$ cat config.mk
export PLATFORM = sky130hd
export DESIGN_NAME = plw_phase_loss
export DESIGN_NICKNAME = d
export VERILOG_FILES = /design/src/hdl/plw_pkg.sv /design/src/hdl/plw_phase_loss.sv
export SDC_FILE = /design/constraint.sdc
export NUM_CORES = 1
export LEC_CHECK = 0
export BUFFER_PORTS_ARGS = -buffer_cell sky130_fd_sc_hd__buf_2
export CORE_MARGIN = 2
export CORE_UTILIZATION = 55
export DETAILED_ROUTE_END_ITERATION = 12
export PLACE_DENSITY_LB_ADDON = 0.3
export SLEW_MARGIN = 40
export SYNTH_ARGS = -nofsm -noshare
export SYNTH_HDL_FRONTEND = slang
export SYNTH_SLANG_ARGS = --single-unit
$ cat constraint.sdc
create_clock -name SYS_CLK -period 5.8 [get_ports SYS_CLK]
set_input_delay 0.29 -clock SYS_CLK [delete_from_list [all_inputs] [get_ports SYS_CLK]]
set_output_delay 0.29 -clock SYS_CLK [all_outputs]
set_load 0.02 [all_outputs]
$ cat src/hdl/plw_pkg.sv
package plw_pkg;
   // ****************************************
   // register map (indices, byte address = 4 x index)
   // ****************************************
   localparam logic [7:0] FINE_IDX = 8'h73;
   localparam logic [7:0] COARSE_IDX = 8'h74;
   localparam logic [7:0] STATUS_IDX = 8'h75;
   localparam logic [7:0] IRQ_STAT_IDX = 8'h76;
   localparam logic [7:0] IRQ_MASK_IDX = 8'h77;
   localparam logic [7:0] FINE_RST = 8'hA2;
   localparam logic [7:0] COARSE_RST = 8'h85;
   localparam logic [1:0] MASK_RST = 2'h0;
   // ****************************************
   // field positions
   // ****************************************
   localparam int FINE_EN_BIT = 7;
   localparam int NOACT_BIT = 6;
   localparam int NARROW_BIT = 5;
   localparam int COARSE_EN_BIT = 7;
   localparam int WIDE_BIT = 6;
   localparam int MULTI_BIT = 5;
   localparam int IRQ_LOST_BIT = 0;
   localparam int IRQ_LOCK_BIT = 1;
   // ****************************************
   // timing
   // ****************************************
   localparam int CLK_HZ = 100_000_000;
   localparam int LOCK_TIME_S = 1;
   localparam int LOCK_CYCLES = LOCK_TIME_S * CLK_HZ;
   localparam int WIN_UNIT_DEG = 45;
   typedef enum logic [1:0] {
      PLW_LOST = 2'b00,
      PLW_QUAL = 2'b01,
      PLW_LOCK = 2'b11
   } plw_state_t;
   // first field is the top bit: the layout matches the register byte
   typedef struct packed {
      logic fine_en;
      logic inactivity_loss_select;
      logic narrow;
      logic [1:0] spare;
      logic [2:0] win_code;
   } plw_fine_t;
   typedef struct packed {
      logic coarse_en;
      logic wide_en;
      logic multi_cycle_response;
      logic spare;
      logic [3:0] limit_ui;
   } plw_coarse_t;
endpackage : plw_pkg

$ cat src/hdl/plw_phase_loss.sv
`timescale 1ns/1ps
module plw_phase_loss #(
   parameter int LOCK_CNT = plw_pkg::LOCK_CYCLES
) (
   // clock and reset
   input wire logic SYS_CLK,
   input wire logic RST,
   // apb slave
   input wire logic PSEL,
   input wire logic PENABLE,
   input wire logic PWRITE,
   input wire logic [31:0] PADDR,
   input wire logic [31:0] PWDATA,
   output logic [31:0] PRDATA,
   output logic PREADY,
   output logic PSLVERR,
   // phase detector measurements
   input wire logic [15:0] PHASE_ERR_DEG,
   input wire logic [7:0] PHASE_ERR_UI,
   input wire logic NO_ACTIVITY,
   input wire logic OTHER_LOSS,
   // indications
   output logic PHASE_LOST,
   output logic PHASE_LOCKED,
   output logic IRQ
);
   // ****************************************
   // register file and internal state
   // ****************************************
   // software visible configuration, reset to the power-up defaults
   plw_pkg::plw_fine_t fine_q;
   plw_pkg::plw_coarse_t coarse_q;
   // sticky event flags and their enables
   logic [1:0] irq_stat_q;
   logic [1:0] irq_mask_q;
   // lock qualification state and dwell count
   plw_pkg::plw_state_t state_q;
   logic [31:0] dwell_q;

   // bus decode terms
   logic wr_en;
   logic rd_en;
   logic hit;
   logic [7:0] idx;
   logic sel_fine;
   logic sel_coarse;
   logic sel_status;
   logic sel_irq_stat;
   logic sel_irq_mask;
   logic [31:0] rdata_d;

   // loss causes, each already gated by its own enable
   logic fine_out;
   logic coarse_out;
   logic inact_out;
   logic lose_now;
   logic [15:0] win_deg;
   logic [7:0] limit_ext;

   // qualification helpers
   logic dwell_done;
   logic [31:0] dwell_last;

   // interrupt events, one bit per status flag
   logic lost_evt;
   logic lock_evt;
   logic [1:0] evt_vec;
   logic [1:0] clr_vec;

   // ****************************************
   // bus decode
   // ****************************************
   // only a small block of words is mapped; the decode is kept exact so that
   // a stray access to a neighbouring word never disturbs the configuration
   // word index from the byte address; one register per aligned word
   assign idx = PADDR[9:2];

   // one select per register, so each register write below reads a single term
   assign sel_fine = (idx == plw_pkg::FINE_IDX);
   assign sel_coarse = (idx == plw_pkg::COARSE_IDX);
   assign sel_status = (idx == plw_pkg::STATUS_IDX);
   assign sel_irq_stat = (idx == plw_pkg::IRQ_STAT_IDX);
   assign sel_irq_mask = (idx == plw_pkg::IRQ_MASK_IDX);

   // upper address bits and byte lanes must be clear, else the access is refused
   assign hit = (PADDR[31:10] == 22'h0) && (PADDR[1:0] == 2'h0) &&
      (sel_fine || sel_coarse || sel_status || sel_irq_stat || sel_irq_mask);

   // writes take effect in the access phase only
   assign wr_en = PSEL && PENABLE && PWRITE && hit;
   // reads are captured in setup so the data stands for the whole access phase
   assign rd_en = PSEL && !PENABLE && !PWRITE;

   // zero wait states; unmapped access answers with an error
   assign PREADY = 1'b1;
   assign PSLVERR = PSEL && PENABLE && !hit;

   // ****************************************
   // configuration registers
   // ****************************************
   // fine window control; bits 4:3 have no function but read back as written
   always_ff @(posedge SYS_CLK or posedge RST) begin
      if (RST) begin
         fine_q <= plw_pkg::plw_fine_t'(plw_pkg::FINE_RST);
      end else if (wr_en && sel_fine) begin
         fine_q <= plw_pkg::plw_fine_t'(PWDATA[7:0]);
      end
   end

   // coarse limit control; range and response bits are stored but unused here
   always_ff @(posedge SYS_CLK or posedge RST) begin
      if (RST) begin
         coarse_q <= plw_pkg::plw_coarse_t'(plw_pkg::COARSE_RST);
      end else if (wr_en && sel_coarse) begin
         coarse_q <= plw_pkg::plw_coarse_t'(PWDATA[7:0]);
      end
   end

   // interrupt enables, cleared at reset so nothing fires before software asks
   always_ff @(posedge SYS_CLK or posedge RST) begin
      if (RST) begin
         irq_mask_q <= plw_pkg::MASK_RST;
      end else if (wr_en && sel_irq_mask) begin
         irq_mask_q <= PWDATA[1:0];
      end
   end

   // ****************************************
   // read path
   // ****************************************
   // status reads the registered flags, so a read never sees a half-way state
   // read mux; unmapped words read as zero
   always_comb begin
      rdata_d = 32'h0000_0000;
      case (idx)
         plw_pkg::FINE_IDX: begin
            rdata_d = {24'h00_0000, 8'(fine_q)};
         end
         plw_pkg::COARSE_IDX: begin
            rdata_d = {24'h00_0000, 8'(coarse_q)};
         end
         plw_pkg::STATUS_IDX: begin
            rdata_d = {30'h0000_0000, PHASE_LOCKED, PHASE_LOST};
         end
         plw_pkg::IRQ_STAT_IDX: begin
            rdata_d = {30'h0000_0000, irq_stat_q};
         end
         plw_pkg::IRQ_MASK_IDX: begin
            rdata_d = {30'h0000_0000, irq_mask_q};
         end
         default: begin
            rdata_d = 32'h0000_0000;
         end
      endcase
   end

   // read data registered in setup so it is stable during access
   always_ff @(posedge SYS_CLK or posedge RST) begin
      if (RST) begin
         PRDATA <= 32'h0000_0000;
      end else if (rd_en) begin
         PRDATA <= hit ? rdata_d : 32'h0000_0000;
      end
   end

   // ****************************************
   // phase decisions
   // ****************************************
   // window grows in proportion to the code, 45 degrees per step; code 0 gives
   // no window at all, which is why software must never program it
   assign win_deg = 16'(fine_q.win_code * plw_pkg::WIN_UNIT_DEG);

   // fine check only counts while its enable is set; strictly greater trips
   assign fine_out = fine_q.fine_en && (PHASE_ERR_DEG > win_deg);

   // limit is compared against the error expressed in input cycles
   assign limit_ext = {4'h0, coarse_q.limit_ui};
   assign coarse_out = coarse_q.coarse_en && (PHASE_ERR_UI > limit_ext);

   // missing reference only counts as loss when software asks for it
   assign inact_out = fine_q.inactivity_loss_select && NO_ACTIVITY;

   // any single cause is enough; other detectors always take part
   assign lose_now = fine_out || coarse_out || inact_out || OTHER_LOSS;

   // limitation: the error inputs are taken as already settled levels; a
   // glitch on them for one cycle is enough to restart the whole dwell

   // ****************************************
   // lock qualification
   // ****************************************
   // last dwell count before lock; the window must hold this long unbroken
   assign dwell_last = 32'(LOCK_CNT - 1);
   assign dwell_done = (dwell_q >= dwell_last);

   // state: any cause drops straight to lost, so loss is never delayed
   always_ff @(posedge SYS_CLK or posedge RST) begin
      if (RST) begin
         state_q <= plw_pkg::PLW_LOST;
      end else if (lose_now) begin
         state_q <= plw_pkg::PLW_LOST;
      end else begin
         case (state_q)
            plw_pkg::PLW_LOST: begin
               state_q <= plw_pkg::PLW_QUAL;
            end
            plw_pkg::PLW_QUAL: begin
               // dwell only matters when the fine window is in use
               if (!fine_q.fine_en || dwell_done) begin
                  state_q <= plw_pkg::PLW_LOCK;
               end
            end
            plw_pkg::PLW_LOCK: begin
               state_q <= plw_pkg::PLW_LOCK;
            end
            default: begin
               state_q <= plw_pkg::PLW_LOST;
            end
         endcase
      end
   end

   // a full second at the system clock needs 27 bits; the counter is kept at
   // 32 so a slower lock time can be chosen without touching the logic
   // dwell counter; saturates so a long qualification cannot wrap to zero
   always_ff @(posedge SYS_CLK or posedge RST) begin
      if (RST) begin
         dwell_q <= 32'h0000_0000;
      end else if (lose_now || state_q != plw_pkg::PLW_QUAL) begin
         dwell_q <= 32'h0000_0000;
      end else if (!dwell_done) begin
         dwell_q <= dwell_q + 32'h0000_0001;
      end
   end

   // loss indication registered, one edge behind the state
   always_ff @(posedge SYS_CLK or posedge RST) begin
      if (RST) begin
         PHASE_LOST <= 1'b1;
      end else begin
         PHASE_LOST <= (state_q != plw_pkg::PLW_LOCK);
      end
   end

   // lock indication registered in step with the loss flag
   always_ff @(posedge SYS_CLK or posedge RST) begin
      if (RST) begin
         PHASE_LOCKED <= 1'b0;
      end else begin
         PHASE_LOCKED <= (state_q == plw_pkg::PLW_LOCK);
      end
   end

   // ****************************************
   // interrupts
   // ****************************************
   // events are the changes of the registered indication, one cycle each
   assign lost_evt = PHASE_LOCKED && (state_q != plw_pkg::PLW_LOCK);
   // lock event is the mirror image of the loss event
   assign lock_evt = !PHASE_LOCKED && (state_q == plw_pkg::PLW_LOCK);
   assign evt_vec[plw_pkg::IRQ_LOST_BIT] = lost_evt;
   assign evt_vec[plw_pkg::IRQ_LOCK_BIT] = lock_evt;

   // write one to clear, only from a mapped write to the interrupt status word
   assign clr_vec = (wr_en && sel_irq_stat) ? PWDATA[1:0] : 2'h0;

   // set beats write-one-to-clear in the same cycle, so no event is lost
   for (genvar g = 0; g < $bits(evt_vec); g++) begin : g_irq
      always_ff @(posedge SYS_CLK or posedge RST) begin
         if (RST) begin
            irq_stat_q[g] <= 1'b0;
         end else if (evt_vec[g]) begin
            irq_stat_q[g] <= 1'b1;
         end else if (clr_vec[g]) begin
            irq_stat_q[g] <= 1'b0;
         end
      end
   end

   // level output, high while any enabled flag stands
   assign IRQ = |(irq_stat_q & irq_mask_q);
endmodule : plw_phase_loss

# [After elaboration in Yosys (flattened, before gate mapping)]
# Cells that the tools add are included.
[totals] register_bits=88 inputBits=95 out_inout_bits=37 wordCells=84
[op_classes] add_sub_neg=1 multipliers=1 n_lt_le_gt_ge=3 n_eq_ne=11 muxes=12 bitwise_logic=1 reduce_logical=37
[op_table] operator="$mux W32" n=3
[op_table] operator="$eq A8 B7 Y1 const B" n=5
[op_table] operator="$pmux W8 S5" n=1
[op_table] operator="$add A32 B1 Y32 const B" n=1
[op_table] operator="$ge A32 B27 Y1 const B" n=1
[op_table] operator="$logic_not A22 Y1" n=1
[op_table] operator="$logic_and A1 B1 Y1" n=17
[op_table] operator="$gt A16 B9 Y1" n=1
[op_table] operator="$logic_or A1 B1 Y1" n=9
[op_table] operator="$mul A3 B6 Y9 const B" n=1
[op_table] operator="$gt A8 B4 Y1" n=1
[op_table] operator="$mux W2" n=3
[op_table] operator="$pmux W2 S3" n=1
[op_table] operator="$logic_not A1 Y1" n=5
[op_table] operator="$logic_not A2 Y1" n=2
[op_table] operator="$mux W1" n=4
[op_table] operator="$ne A2 B1 Y1 const B" n=2
[op_table] operator="$reduce_bool A2 Y1" n=2
[op_table] operator="$ne A3 B3 Y1 const B" n=1
[op_table] operator="$and A2 B2 Y2" n=1
[op_table] operator="$eq A2 B1 Y1 const B" n=1
[op_table] operator="$eq A2 B2 Y1 const B" n=1
[op_table] operator="$ne A2 B2 Y1 const B" n=1
[op_table] operator="$reduce_or A2 Y1" n=1

# [Depth between registers and ports, before layout]
# Gate-level depths: netlist of run 1.
[depth] depth_word=11 depth_mapped=15 mapped_depth_nobuf=14

# [Worst setup path before layout of run 1]
# No wires, ideal clock.
[synth_timing] path_type="reg-to-reg" startpoint="register fine_q[1] (netlist name)" endpoint="register dwell_q[0]" setup_time_ns=0.132 arrival_time_ns=2.991 required_ns=5.668 slack_ns=2.677 stages_incl_launch_ff=16 path_buffers=1 synth_period_minus_slack_ns=3.123 cell_sequence="dfstp_2 > ha_1 > ha_1 > inv_1 > fa_1 > inv_1 > a21o_1 > a21oi_1 > xor2_1 > ha_1 > nand3_1 > a2111oi_0 > o41ai_1 > nand4_1 > clkbuf_1 > nor2_1"
[synth_via] elab_chain_cells=8 word_cells_on_any_way=9
[synth_rtl] item="start: declaration" line="plw_phase_loss.sv:31" rtl="plw_pkg::plw_fine_t fine_q;"
[synth_rtl] item="start signal: assignment" line="plw_phase_loss.sv:104" rtl="fine_q <= plw_pkg::plw_fine_t'(plw_pkg::FINE_RST);"
[synth_rtl] item="start signal: assignment" line="plw_phase_loss.sv:106" rtl="fine_q <= plw_pkg::plw_fine_t'(PWDATA[7:0]);"
[synth_rtl] item="$mul A3 B6 Y9 (*)" line="plw_phase_loss.sv:171" rtl="assign win_deg = 16'(fine_q.win_code * plw_pkg::WIN_UNIT_DEG);"
[synth_rtl] item="$gt A16 B9 Y1 (*)" line="plw_phase_loss.sv:174" rtl="assign fine_out = fine_q.fine_en && (PHASE_ERR_DEG > win_deg);"
[synth_rtl] item="$logic_and A1 B1 Y1 (*)" line="plw_phase_loss.sv:174"
[synth_rtl] item="$logic_or A1 B1 Y1 (*) (3 in series)" line="plw_phase_loss.sv:184" rtl="assign lose_now = fine_out || coarse_out || inact_out || OTHER_LOSS;"
[synth_rtl] item="$logic_or A1 B1 Y1 (*)" line="plw_phase_loss.sv:229" rtl="end else if (lose_now || state_q != plw_pkg::PLW_QUAL) begin"
[synth_rtl] item="$ne A2 B1 Y1 (no line) / $mux W32 (equally long branches)"
[synth_rtl] item="end signal: assignment" line="plw_phase_loss.sv:232" rtl="dwell_q <= dwell_q + 32'h0000_0001;"
[synth_rtl] item="end: declaration" line="plw_phase_loss.sv:38" rtl="logic [31:0] dwell_q;"
# Every way passes the cells marked *; elsewhere a longest branch is shown, timed or not.
# A chain may end at the register's enable or synchronous reset.

# [Worst setup path after layout of run 1]
[layout_timing] startpoint="register fine_q[1] (netlist name)" endpoint="register dwell_q[26]"
# The elaborated chain is that of the path after synthesis.

==> results of run 1 <==
-- flip-flops by register name (all words and copies together) (netlist names) --
register / cells
PHASE_LOST: 1
irq_mask_q: 2
irq_stat_q: 2
state_q: 2
PHASE_LOCKED: 1
coarse_q: 8
dwell_q: 32
PRDATA: 8
fine_q: 8
-- final cells by class --
class	instances	area share
Clock buffer	11	0.03136
Clock inverter	5	0.02331
Inverter	28	0.02331
Multi-Input combinational cell	289	0.4430
Sequential cell	64	0.3572
Tap cell	96	0.02664
Timing Repair Buffer	84	0.09520
-- worst max-delay path, cell delays in order, from the launching register on --
cell and delay [ps]:
dfstp_2 580, ha_1 240, ha_1 200, inv_1 70
fa_1 190, inv_1 50, a21o_1 160, a21oi_1 160
xor2_1 100, ha_1 320, nand3_1 110, a2111oi_0 450
o41ai_1 170, nand4_1 120, buf_4 320, o21ba_2 210
-- cells in the mapped netlist (2+ instances only) --
library cell  number
a2111oi_0          2
a21o_1             3
a21oi_1           12
a222oi_1           2
a22o_1             4
a22oi_1            6
and2_1             2
buf_4             25
clkbuf_1           4
conb_1             2
dfrtp_1           57
dfstp_2            7
ha_1              21
inv_1             28
mux2_2            19
nand2_1           27
nand2_2            2
nand3_1           17
nand4_1           10
nor2_1            36
nor2b_1            3
nor3_1            13
nor3b_1            3
nor4_1            10
nor4_2             3
o21ai_0           14
or3_1              2
or3b_1             2
xnor2_1           18
xor2_1             8
-- stage by stage --
stage	total power [mW]	instance area [µm²]	worst slack, ps	instances
after global placement	0.5351	4248	2391	561
after detailed placement	0.5374	4257	2235	561
final	1.003	4508	2226	577
after global routing	1.047	4508	1923	577
after floorplan	0.5138	3939	2677	413
after CTS	1.014	4503	2227	577
-- layer usage --
layer / track usage / wire (µm) / vias up
met5: 0 / 0 / -
met4: 0.1217 / 199 / 0
met3: 0.04241 / 429 / 16
met2: 0.4029 / 4091 / 97
met1: 0.2597 / 3321 / 1461
li1: - / - / 1511
-- worst paths after layout --
kind,slack [ps],cells past startpoint,to,startpoint
max,2230,15,dwell_q[26],fine_q[1]
min,70,3,coarse_q[6],RST
max reg2reg,2230,15,dwell_q[26],fine_q[1]
min reg2reg,480,2,PRDATA[6],PRDATA[6]
max in group asynchronous,5320,3,dwell_q[5],RST
min in group SYS_CLK,190,2,coarse_q[6],PWDATA[6]
-- kinds of logic after synthesis --
family	Yosys count
flip-flops	64
multiplexers	19
buffers and inverters	60
adder cells (fa/ha/maj)	22
XOR/XNOR	26
AO/OA/AOI/OAI	53
other	2
AND/OR/NAND/NOR	144
-- power groups by stage --
stage / sequential, mW / clock (mW) / combinational [mW]
after floorplan: 0.459 / 0 / 0.0545
after global placement: 0.459 / 0 / 0.0762
after detailed placement: 0.459 / 0 / 0.0785
after CTS: 0.451 / 0.485 / 0.0787
after global routing: 0.451 / 0.508 / 0.0884
final: 0.451 / 0.474 / 0.0785
==> results.md, run 1 <==
- Initial drt markers: around 130
- Vias: just over 3000
- Main synth FF type: dfrtp_1
- Row cnt: 30
- Die X: approximately 90 µm
- Final setup fails: 0
- DP HPWL: roughly 6000 µm
- Cell taking the most area after synthesis: dfrtp_1
- Total GRT Usage: 0.2276
- Worst VDD drop: between 0.1 and 0.15 mV
- Core Footprint: 0.006794 mm²
- Clock Skew: 12.12 ps
- Final Critical Period: 3574 ps
- Share of the synthesized area in the top cell type: 0.3703
- Final period util: 0.6162
- Maximum clock rate: 279.8 MHz
- Vias per cell: approximately 5.3
- Measured slew at the worst slew-check pin: between 700 and 800 ps
- Fraction of registers with async set or reset after synthesis: 1.000
- Most frequent cells in the layout: 82 x buf_2, 57 x dfrtp_1, 36 x nor2_1
- Net Sw Frac: 0.2278
- Global-route wire length before repair: 13380 µm
- Final Hold Viols: 0
- Area Overhead vs Synth: 17.02%
- Clk pwr share: 0.473
- Number of flops mapped to enable cells by yosys: 0
- Mux cell area share after synthesis: 0.05554
- Avg Cell Area, Syn: approximately 9.9 µm²
- Post-CTS Hold Buffers: 0
- Top post-synthesis cells by area: dfrtp_1 37%, ha_1 6.8%, mux2_2 5.6%, buf_4 4.9%, dfstp_2 4.8%
- Post-Syn Area: 0.003852 mm²
- Detailed-route wire length per cell: approximately 14 µm
- Setup TNS: 0 ps
- Power Density: 222.6 mW/mm²
- Reg clk slew, reported paths: around 80 ps
- DIE AREA: between 0.007 and 0.008 mm²
- # DRC: 0
- CTS tree: yes
- Warning count from the yosys run: 0
- Setup Crit Path Kind: reg2reg
- Diode count: 0
- Arr. time, crit path: around 3800 ps
- Synth Area in XOR/XNOR: 0.05911
- Seq cells post-synth: 64
- Adder-cell share of the synthesized area: 0.07340
- Critical Path End Type: flop
- Gr ovfl total: 0
- Outcome: finished, final reports clean
- Placer's final routability congestion estimate: approximately 0.85
- P_sw: between 0.2 and 0.25 mW
- Relative slew margins: 0.5240
- Cell-internal power: between 0.7 and 0.8 mW
- # IOs: around 130
- Worst Hold Class: in2async
- Hold slack: 68.38 ps
- Register area share after synthesis: 0.4180
- # port buffers: 82
- First-pass DRT Iterations: 5
- Multi-input logic area: approximately 0.002 mm²
- Filler cell count: 550
- CTS Buf Count: 9
- Max Cap Viol: 0
- Clock Tree Buf Depth: 2
- Clock root cell: clkbuf_8
- Largest family of logic cells by synthesized area: simple AND/OR/NAND/NOR gates
- Leading cell type in the layout, fill and taps excluded: buf_2
- Simple-gate share of the synthesized area: 0.2059
- Post-synth cell types: 58
- Final nets: 593
- RSZ-0062 raised after global routing: false
- Final design utilization: 0.6635
- Pin count of the biggest net entering global routing: between 60 and 70
- Comb pwr share: 0.078
- Initial Util: 0.5670
- Leak: between 2 and 2.5 nW
- Worst skew pair latency: between 300 and 400 ps
- Max FO, Critical Path: 32
- ANT nets after route: 0
- Reg power frac: 0.449
- Compound-gate portion of the synthesized area: 0.09743
- CTS Sinks: 64
- Vias in the first global route: between 2000 and 3000
- Drt total wl: 8042 µm
- CP Launch Type: flop
- H-Tree Level Count: 3
- Die H: between 80 and 90 µm
- Fraction of layout cells with a size suffix above 1: 0.2931
- Gates resized, CTS repair: 0
- Mapped Cells: 390
- Sequential cell area: roughly 0.0016 mm²
- Fin. max-slew vios: 0
- Post-CTS Setup Bufs: 0
- Initial antenna violation count: 0
- CP Data Required Time: a little over 6000 ps
No activity file was read; power rests on OpenSTA's default activity.
==> run 2, diff against run 1 <==
--- a/config.mk
+++ b/config.mk
@@ -7,7 +7,7 @@
 export LEC_CHECK = 0
 export BUFFER_PORTS_ARGS = -buffer_cell sky130_fd_sc_hd__buf_2
 export CORE_MARGIN = 2
-export CORE_UTILIZATION = 55
+export CORE_UTILIZATION = 46
 export DETAILED_ROUTE_END_ITERATION = 12
 export PLACE_DENSITY_LB_ADDON = 0.3
 export SLEW_MARGIN = 40
==> constraint.sdc (replaced) <==
create_clock -name SYS_CLK -period 3 [get_ports SYS_CLK]
set_input_delay 0.15 -clock SYS_CLK [delete_from_list [all_inputs] [get_ports SYS_CLK]]
set_output_delay 0.15 -clock SYS_CLK [all_outputs]
set_load 0.02 [all_outputs]
==> run 2 against run 1 <==
Effect of this change:
- the run now ends with setup timing left
- critical path depth increased by 2
- sequential share of layout area shrank 1.3 points
- clock-buffer cell count rose by 4
- cell count increased by 4.2%
- via count rose by 3.4%
- setup slack got worse by 2400 ps
- global-route usage decreased by 2.5 points
- utilization shrank 9.1 points
- critical endpoint is now dwell_q[16]
- largest power group is now registers
==> results.md, run 2 (synthesis results as in run 1) <==
- Outcome: complete, but fails checks
- Violated checks: setup timing
- Measured slew at the worst slew-check pin: 790.1 ps (+82.67 ps)
- Detailed-route wire length per cell: 14.25 µm (+2.3%)
- Final worst setup slack: -149.9 ps (-2376 ps)
- Finished Layout Cells: 601 (+4.2%)
- Tot Pwr: 1.717 mW (+71%)
- Die H: 95.52 µm (+8.9%)
- CP Launch Type: flop
- Initial Util: 0.4712 (-0.09581)
- Clock Tree Buf Depth: 2 (unchanged)
- ANT nets after route: 0 (unchanged)
- Most frequent cells in the layout: 82 x buf_2, 56 x dfrtp_1, 31 x nor2_1
- Filler cell count: 716 (+30%)
- Placer's final routability congestion estimate: 0.8277 (-2.8%)
- Setup Crit Path Kind: reg2reg
- P_sw: 0.4201 mW (+84%)
- Final nets: 609 (+2.7%)
- Reg power frac: 0.508 (+0.059)
- Largest reg by FF count: dwell_q
- CTS Buf Count: 9 (unchanged)
- Area Overhead vs Synth: 21.53%
- Gr ovfl total: 0 (unchanged)
- Max FO, Critical Path: 9 (-72%)
- First-pass DRT Iterations: 4 (-1)
- Initial antenna violation count: 0 (unchanged)
- Clk pwr share: 0.394 (-0.079)
- Critical Path End Type: flop
- Max FFs per register: 32 (unchanged)
- Fin. max-slew vios: 0 (unchanged)
- H-Tree Level Count: 3 (unchanged)
- Max Cap Viol: 0 (unchanged)
- Fraction of layout cells with a size suffix above 1: 0.3508 (+0.05767)
- Final period util: 1.050 (+0.4337)
- Initial drt markers: 82 (-34%)
- CP Data Required Time: 3230 ps (-2810 ps)
- Pin count of the biggest net entering global routing: 31 (-52%)
- Global-route wire length before repair: 14170 µm (+5.9%)
- Placed Cells: 582 (+3.7%)
- Arr. time, crit path: 3380 ps (-430 ps)
- # IOs: 132 (unchanged)
- RSZ-0062 raised after global routing: true
- Leak: 2.135 nW (+2.5%)
- Die X: 95.52 µm (+8.9%)
- Core Footprint: 0.008175 mm² (+20%)
- Power Density: 366.8 mW/mm² (+65%)
- Final Critical Period: 3150 ps (-424.3 ps)
- Row cnt: 33 (+10%)
- Vias in the first global route: 3070 (+3.0%)
- # port buffers: 82 (unchanged)
- Diode count: 0 (unchanged)
- DP HPWL: 6335 µm (+4.4%)
- Worst skew pair latency: 350 ps (about the same)
- Clock root cell: clkbuf_8
- Vias per cell: 5.309 (-0.69%)
- Worst VDD drop: 0.2370 mV (+69%)
- Vias: 3191 (+3.4%)
- # DRC: 0 (unchanged)
- Final setup fails: 33 (+33)
- Reg clk slew, reported paths: 70 ps (about the same)
- DIE AREA: 0.009123 mm² (+19%)
- Comb pwr share: 0.098 (+0.020)
- CTS tree: yes
- Cell-internal power: 1.297 mW (+67%)
- Clock Skew: 7.251 ps (-4.868 ps)
- Maximum clock rate: 317.5 MHz (+13%)
- Net Sw Frac: 0.2446 (+0.01684)
- CTS Sinks: 64 (unchanged)
- Drt total wl: 8566 µm (+6.5%)
- Leading cell type in the layout, fill and taps excluded: buf_2
- Total GRT Usage: 0.2028 (-0.02487)
- Worst Hold Class: in2reg
- Final Hold Viols: 0 (unchanged)
- Relative slew margins: 0.4684 (-0.05563)
-- run 2: routing by layer --
layer  global-route usage  part of all wire  wire length (µm)  vias to the layer above
li1                     -                 -                 -                     1538
met1               0.2608              0.44              3789                     1541
met2               0.3345              0.48              4140                       95
met3              0.03320             0.049               419                       17
met4              0.09405             0.025               217                        0
met5                    0                 0                 0                        -
-- run 2: per-stage QoR --
stage	utilization	cell area [µm²]	hold slack [ps]	setup WS [ps]	setup TNS [ps]
2_1_floorplan	-	4018	258.4	-54.85	-1157
3_3_place_gp	0.5380	4398	281.1	-187.7	-5400
3_5_place_dp	0.5380	4398	293.2	-342.5	-9761
4_1_cts	0.5706	4664	56.31	-130.1	-3467
5_1_grt	0.5727	4682	60.93	-340.3	-10390
6_report	0.5727	4682	63.80	-149.9	-4275
-- run 2: final cells by class --
class / count / area [µm²] / area share
Clock buffer: 15 / 176.4 / 0.03768
Inverter: 28 / 105.1 / 0.02245
Multi-Input combinational cell: 289 / 2091 / 0.4466
Sequential cell: 64 / 1612 / 0.3442
Tap cell: 105 / 131.4 / 0.02806
Timing Repair Buffer: 100 / 566.8 / 0.1211
-- run 2: timing repair --
action	in CTS	in global routing
endpoints found under the hold margin	25	0
hold buffers	1	0
gates resized for setup	17	3
pin swaps	7	2
cloned	1	0
endpoints found under the setup margin	34	34
buffers inserted	1	1
-- run 2: worst paths after layout --
check / cells past startpoint / endpoint / slack (ps) / from
min in group asynchronous: 3 / state_q[0] / 460 / RST
worst min register to register: 2 / PRDATA[1] / 480 / PRDATA[1]
max in group asynchronous: 4 / PHASE_LOST / 1790 / RST
worst min-delay path: 2 / coarse_q[2] / 60 / PWDATA[2]
worst max-delay path: 17 / dwell_q[16] / -150 / fine_q[1]
worst max register to register: 17 / dwell_q[16] / -150 / fine_q[1]
-- run 2: power by group through the flow --
stage / Combinational, mW / Sequential [mW] / Clock, mW
finish: 0.168 / 0.872 / 0.677
global route: 0.189 / 0.872 / 0.736
CTS: 0.168 / 0.872 / 0.687
detailed placement: 0.158 / 0.887 / 0
global placement: 0.153 / 0.887 / 0
floorplan: 0.111 / 0.888 / 0
-- run 2: critical path: stages (launching register included) --
cell and delay, ps:
dfstp_2 590, ha_4 150, ha_4 120, inv_2 40, fa_2 340, inv_1 60, a21o_1 110, a21oi_2 50
xor2_1 140, ha_1 310, nand3_2 100, a2111oi_2 350, o41ai_2 120, buf_4 140, nand4_1 90, buf_6 130
buf_6 140, nor2_1 50
==> run 3, diff against run 2 <==
--- a/config.mk
+++ b/config.mk
@@ -7,10 +7,12 @@
 export LEC_CHECK = 0
 export BUFFER_PORTS_ARGS = -buffer_cell sky130_fd_sc_hd__buf_2
 export CORE_MARGIN = 2
-export CORE_UTILIZATION = 46
+export CORE_UTILIZATION = 47
+export CTS_BUF_LIST = sky130_fd_sc_hd__clkbuf_4
 export DETAILED_ROUTE_END_ITERATION = 12
+export HOLD_SLACK_MARGIN = 0.05
 export PLACE_DENSITY_LB_ADDON = 0.3
-export SLEW_MARGIN = 40
+export SLEW_MARGIN = 20
 export SYNTH_ARGS = -nofsm -noshare
 export SYNTH_HDL_FRONTEND = slang
 export SYNTH_SLANG_ARGS = --single-unit
==> run 3 against run 2 <==
Effect of this change:
- the run still ends with setup timing left
- clock skew is 4.2 ps higher
- maximum frequency shrank 3.7%
- combinational power increased by 8%
- setup slack lost 120 ps
- utilization increased by 2.3 points
- total power decreased by 5.2%
- final area rose by 3.0%
- largest cell class unchanged
==> results.md, run 3 (synthesis results as in run 1) <==
- Final Critical Period: 3270 ps (+120.4 ps)
- Placer's final routability congestion estimate: 0.8560 (+3.4%)
- Gr ovfl total: 0 (unchanged)
- Power Density: 337.6 mW/mm² (-7.9%)
- Critical Path End Type: flop
- Worst Hold Class: in2reg
- Drt total wl: 8643 µm (+0.90%)
- Worst VDD drop: 0.1848 mV (-22%)
- Reg-to-Reg Start: fine_q[0]
- Vias: 3192 (+0.031%)
- First-pass DRT Iterations: 4 (unchanged)
- DIE AREA: 0.008937 mm² (-2.0%)
- Leading cell type in the layout, fill and taps excluded: buf_2
- # port buffers: 82 (unchanged)
- Reg clk slew, reported paths: 110 ps (+40 ps)
- Vias per cell: 5.199 (-2.1%)
- Final worst setup slack: -270.3 ps (-120.4 ps)
- CTS Buf Count: 9 (unchanged)
- Core Footprint: 0.008093 mm² (-1.0%)
- Detailed-route wire length per cell: 14.08 µm (-1.2%)
- CTS Sinks: 64 (unchanged)
- Max FFs per register: 32 (unchanged)
- Final setup fails: 34 (+3.0%)
- R2r endpoint: dwell_q[15]
- Comb pwr share: 0.112 (+0.014)
- CP Data Required Time: 3340 ps (+110 ps)
- Hold path start: PWDATA[0]
- Die X: 94.54 µm (-1.0%)
- Final Hold Viols: 0 (unchanged)
- Hold Crit Depth: 3 (+1)
- Reg power frac: 0.535 (+0.027)
- Reg-to-reg slack, setup: -270 ps (-120 ps)
- Outcome: complete, but fails checks
- Area Overhead vs Synth: 25.20%
- Hold path endpoint: irq_stat_q[0]
- Initial drt markers: 142 (+73%)
- CP Launch Type: flop
- Final nets: 620 (+1.8%)
- Finished Layout Cells: 614 (+2.2%)
- Most frequent cells in the layout: 82 x buf_2, 56 x dfrtp_1, 26 x nand2_1, 26 x inv_1, 25 x conb_1
- Largest reg by FF count: dwell_q
- Clock Tree Buf Depth: 2 (unchanged)
- Net Sw Frac: 0.2629 (+0.01824)
- Initial Util: 0.4760 (+0.004808)
- Die H: 94.54 µm (-1.0%)
- # IOs: 132 (unchanged)
- Hold slack: 89.72 ps (+25.92 ps)
- Relative slew margins: 0.3225 (-0.1459)
- CP max stage cell: dfrtp_2
- # DRC: 0 (unchanged)
- Max Cap Viol: 0 (unchanged)
- DP HPWL: 6337 µm (about the same)
- Cell-internal power: 1.200 mW (-7.5%)
- CP max stage delay: 460 ps (-130 ps)
- Measured slew at the worst slew-check pin: 990.7 ps (+200.6 ps)
- Initial antenna violation count: 0 (unchanged)
- P_sw: 0.4281 mW (+1.9%)
- Final period util: 1.090 (+0.04014)
- Pin count of the biggest net entering global routing: 34 (+9.7%)
- Clock Skew: 11.45 ps (+4.198 ps)
- Vias in the first global route: 3043 (-0.88%)
- Placed Cells: 585 (+0.52%)
- Total GRT Usage: 0.1996 (-0.003193)
- Max FO, Critical Path: 6 (-3)
- Global-route wire length before repair: 13900 µm (-1.9%)
- Worst r2r path cells: 16 (-1)
- Leak: 2.176 nW (+1.9%)
- Fin. max-slew vios: 0 (unchanged)
- ANT nets after route: 0 (unchanged)
- Clk pwr share: 0.353 (-0.041)
- Clock root cell: clkbuf_4
- Worst skew pair latency: 400 ps (+50 ps)
- Most used cell, CP: buf_4
- Maximum clock rate: 305.8 MHz (-3.7%)
- Fraction of layout cells with a size suffix above 1: 0.3858 (+0.03502)
- CTS tree: yes
- Setup Crit Path Kind: reg2reg
- Row cnt: 33 (unchanged)
- Crit path cell chain: ha_4 > ha_4 > inv_2 > fa_2 > buf_4 > buf_4 > xor2_1 > ha_1 > nand2_2 > o41a_1 > o41ai_2 > buf_4 > nand4_1 > buf_6 > clkbuf_16 > nor2_1
- Violated checks: setup timing
- Arr. time, crit path: 3610 ps (+230 ps)
- H-Tree Level Count: 3 (unchanged)
- RSZ-0062 raised after global routing: true
## run 3: changes by cell type in the layout (fill, tap and decap cells not counted), sizes merged, moves of 3 or more
cell,change
buf,+3
clkbuf,-4
clkinv,+4
dlygate4sd3,+7
## run 3: layer usage
| metal | vias to the layer above | routed length, µm | track usage |
|---|---|---|---|
| met2 | 67 | 4299 | 0.3280 |
| met1 | 1542 | 3823 | 0.2637 |
| li1 | 1569 | - | - |
| met5 | - | 0 | 0 |
| met3 | 14 | 356 | 0.02634 |
| met4 | 0 | 164 | 0.09058 |
## run 3: area by class of cell
type	instances	area [µm²]
fillers	706	3269
multi-input cells	289	2153
flip-flops and latches	64	1612
repair buffers	111	684.4
well taps	105	131.4
inverters	28	105.1
clock buffers	10	75.07
clock inverters	6	60.06
diodes	1	2.502
## run 3: critical path, delay by kind of cell (launching register included)
| family | cells | cell delay [ps] |
|---|---|---|
| DFF | 1 | 460 |
| buffers and inverters | 6 | 780 |
| AOI/OAI and AO/OA | 2 | 480 |
| xor gates and xnor gates | 1 | 140 |
| adders and majority gates | 4 | 1060 |
| and+or+nand+nor | 3 | 280 |
## run 3: power groups by stage
stage | clock (mW) | combinational [mW] | sequential (mW)
floorplan | 0 | 0.111 | 0.888
global placement | 0 | 0.152 | 0.887
detailed placement | 0 | 0.155 | 0.887
CTS | 0.589 | 0.174 | 0.871
global route | 0.628 | 0.203 | 0.872
finish | 0.575 | 0.182 | 0.871
## run 3: worst max-delay path by stage
stage          startpoint     endpoint  slack, ps  depth (start not counted)
6_report        fine_q[0]  dwell_q[15]       -270                         16
5_1_grt         fine_q[0]  dwell_q[22]       -390                         16
4_1_cts         fine_q[0]  dwell_q[22]       -230                         17
3_5_place_dp    fine_q[1]   dwell_q[9]       -300                         14
3_3_place_gp    fine_q[1]  dwell_q[22]       -180                         14
2_1_floorplan   fine_q[1]   dwell_q[1]        -50                         15
## run 3: metrics by stage
step                      TNS, ps  power (mW)  area (µm²)  utilization  setup slack (ps)
after global placement      -5112       1.040        4420       0.5462            -177.6
after detailed placement    -8241       1.043        4420       0.5462            -301.5
after CTS                   -7106       1.634        4713       0.5824            -234.8
after floorplan             -1157      0.9992        4018            -            -54.85
after global routing       -11680       1.703        4821       0.5957            -391.4
final                       -7720       1.629        4823       0.5960            -270.3
## run 3: repair_timing
| item | CTS | global route |
|---|---|---|
| pin swaps | 4 | 6 |
| endpoints found under the hold margin | 40 | 0 |
| setup buffers | 2 | 1 |
| hold buffers | 8 | 0 |
| gates resized for setup | 20 | 22 |
| cloned | 1 | 1 |
| endpoints found under the setup margin | 34 | 34 |
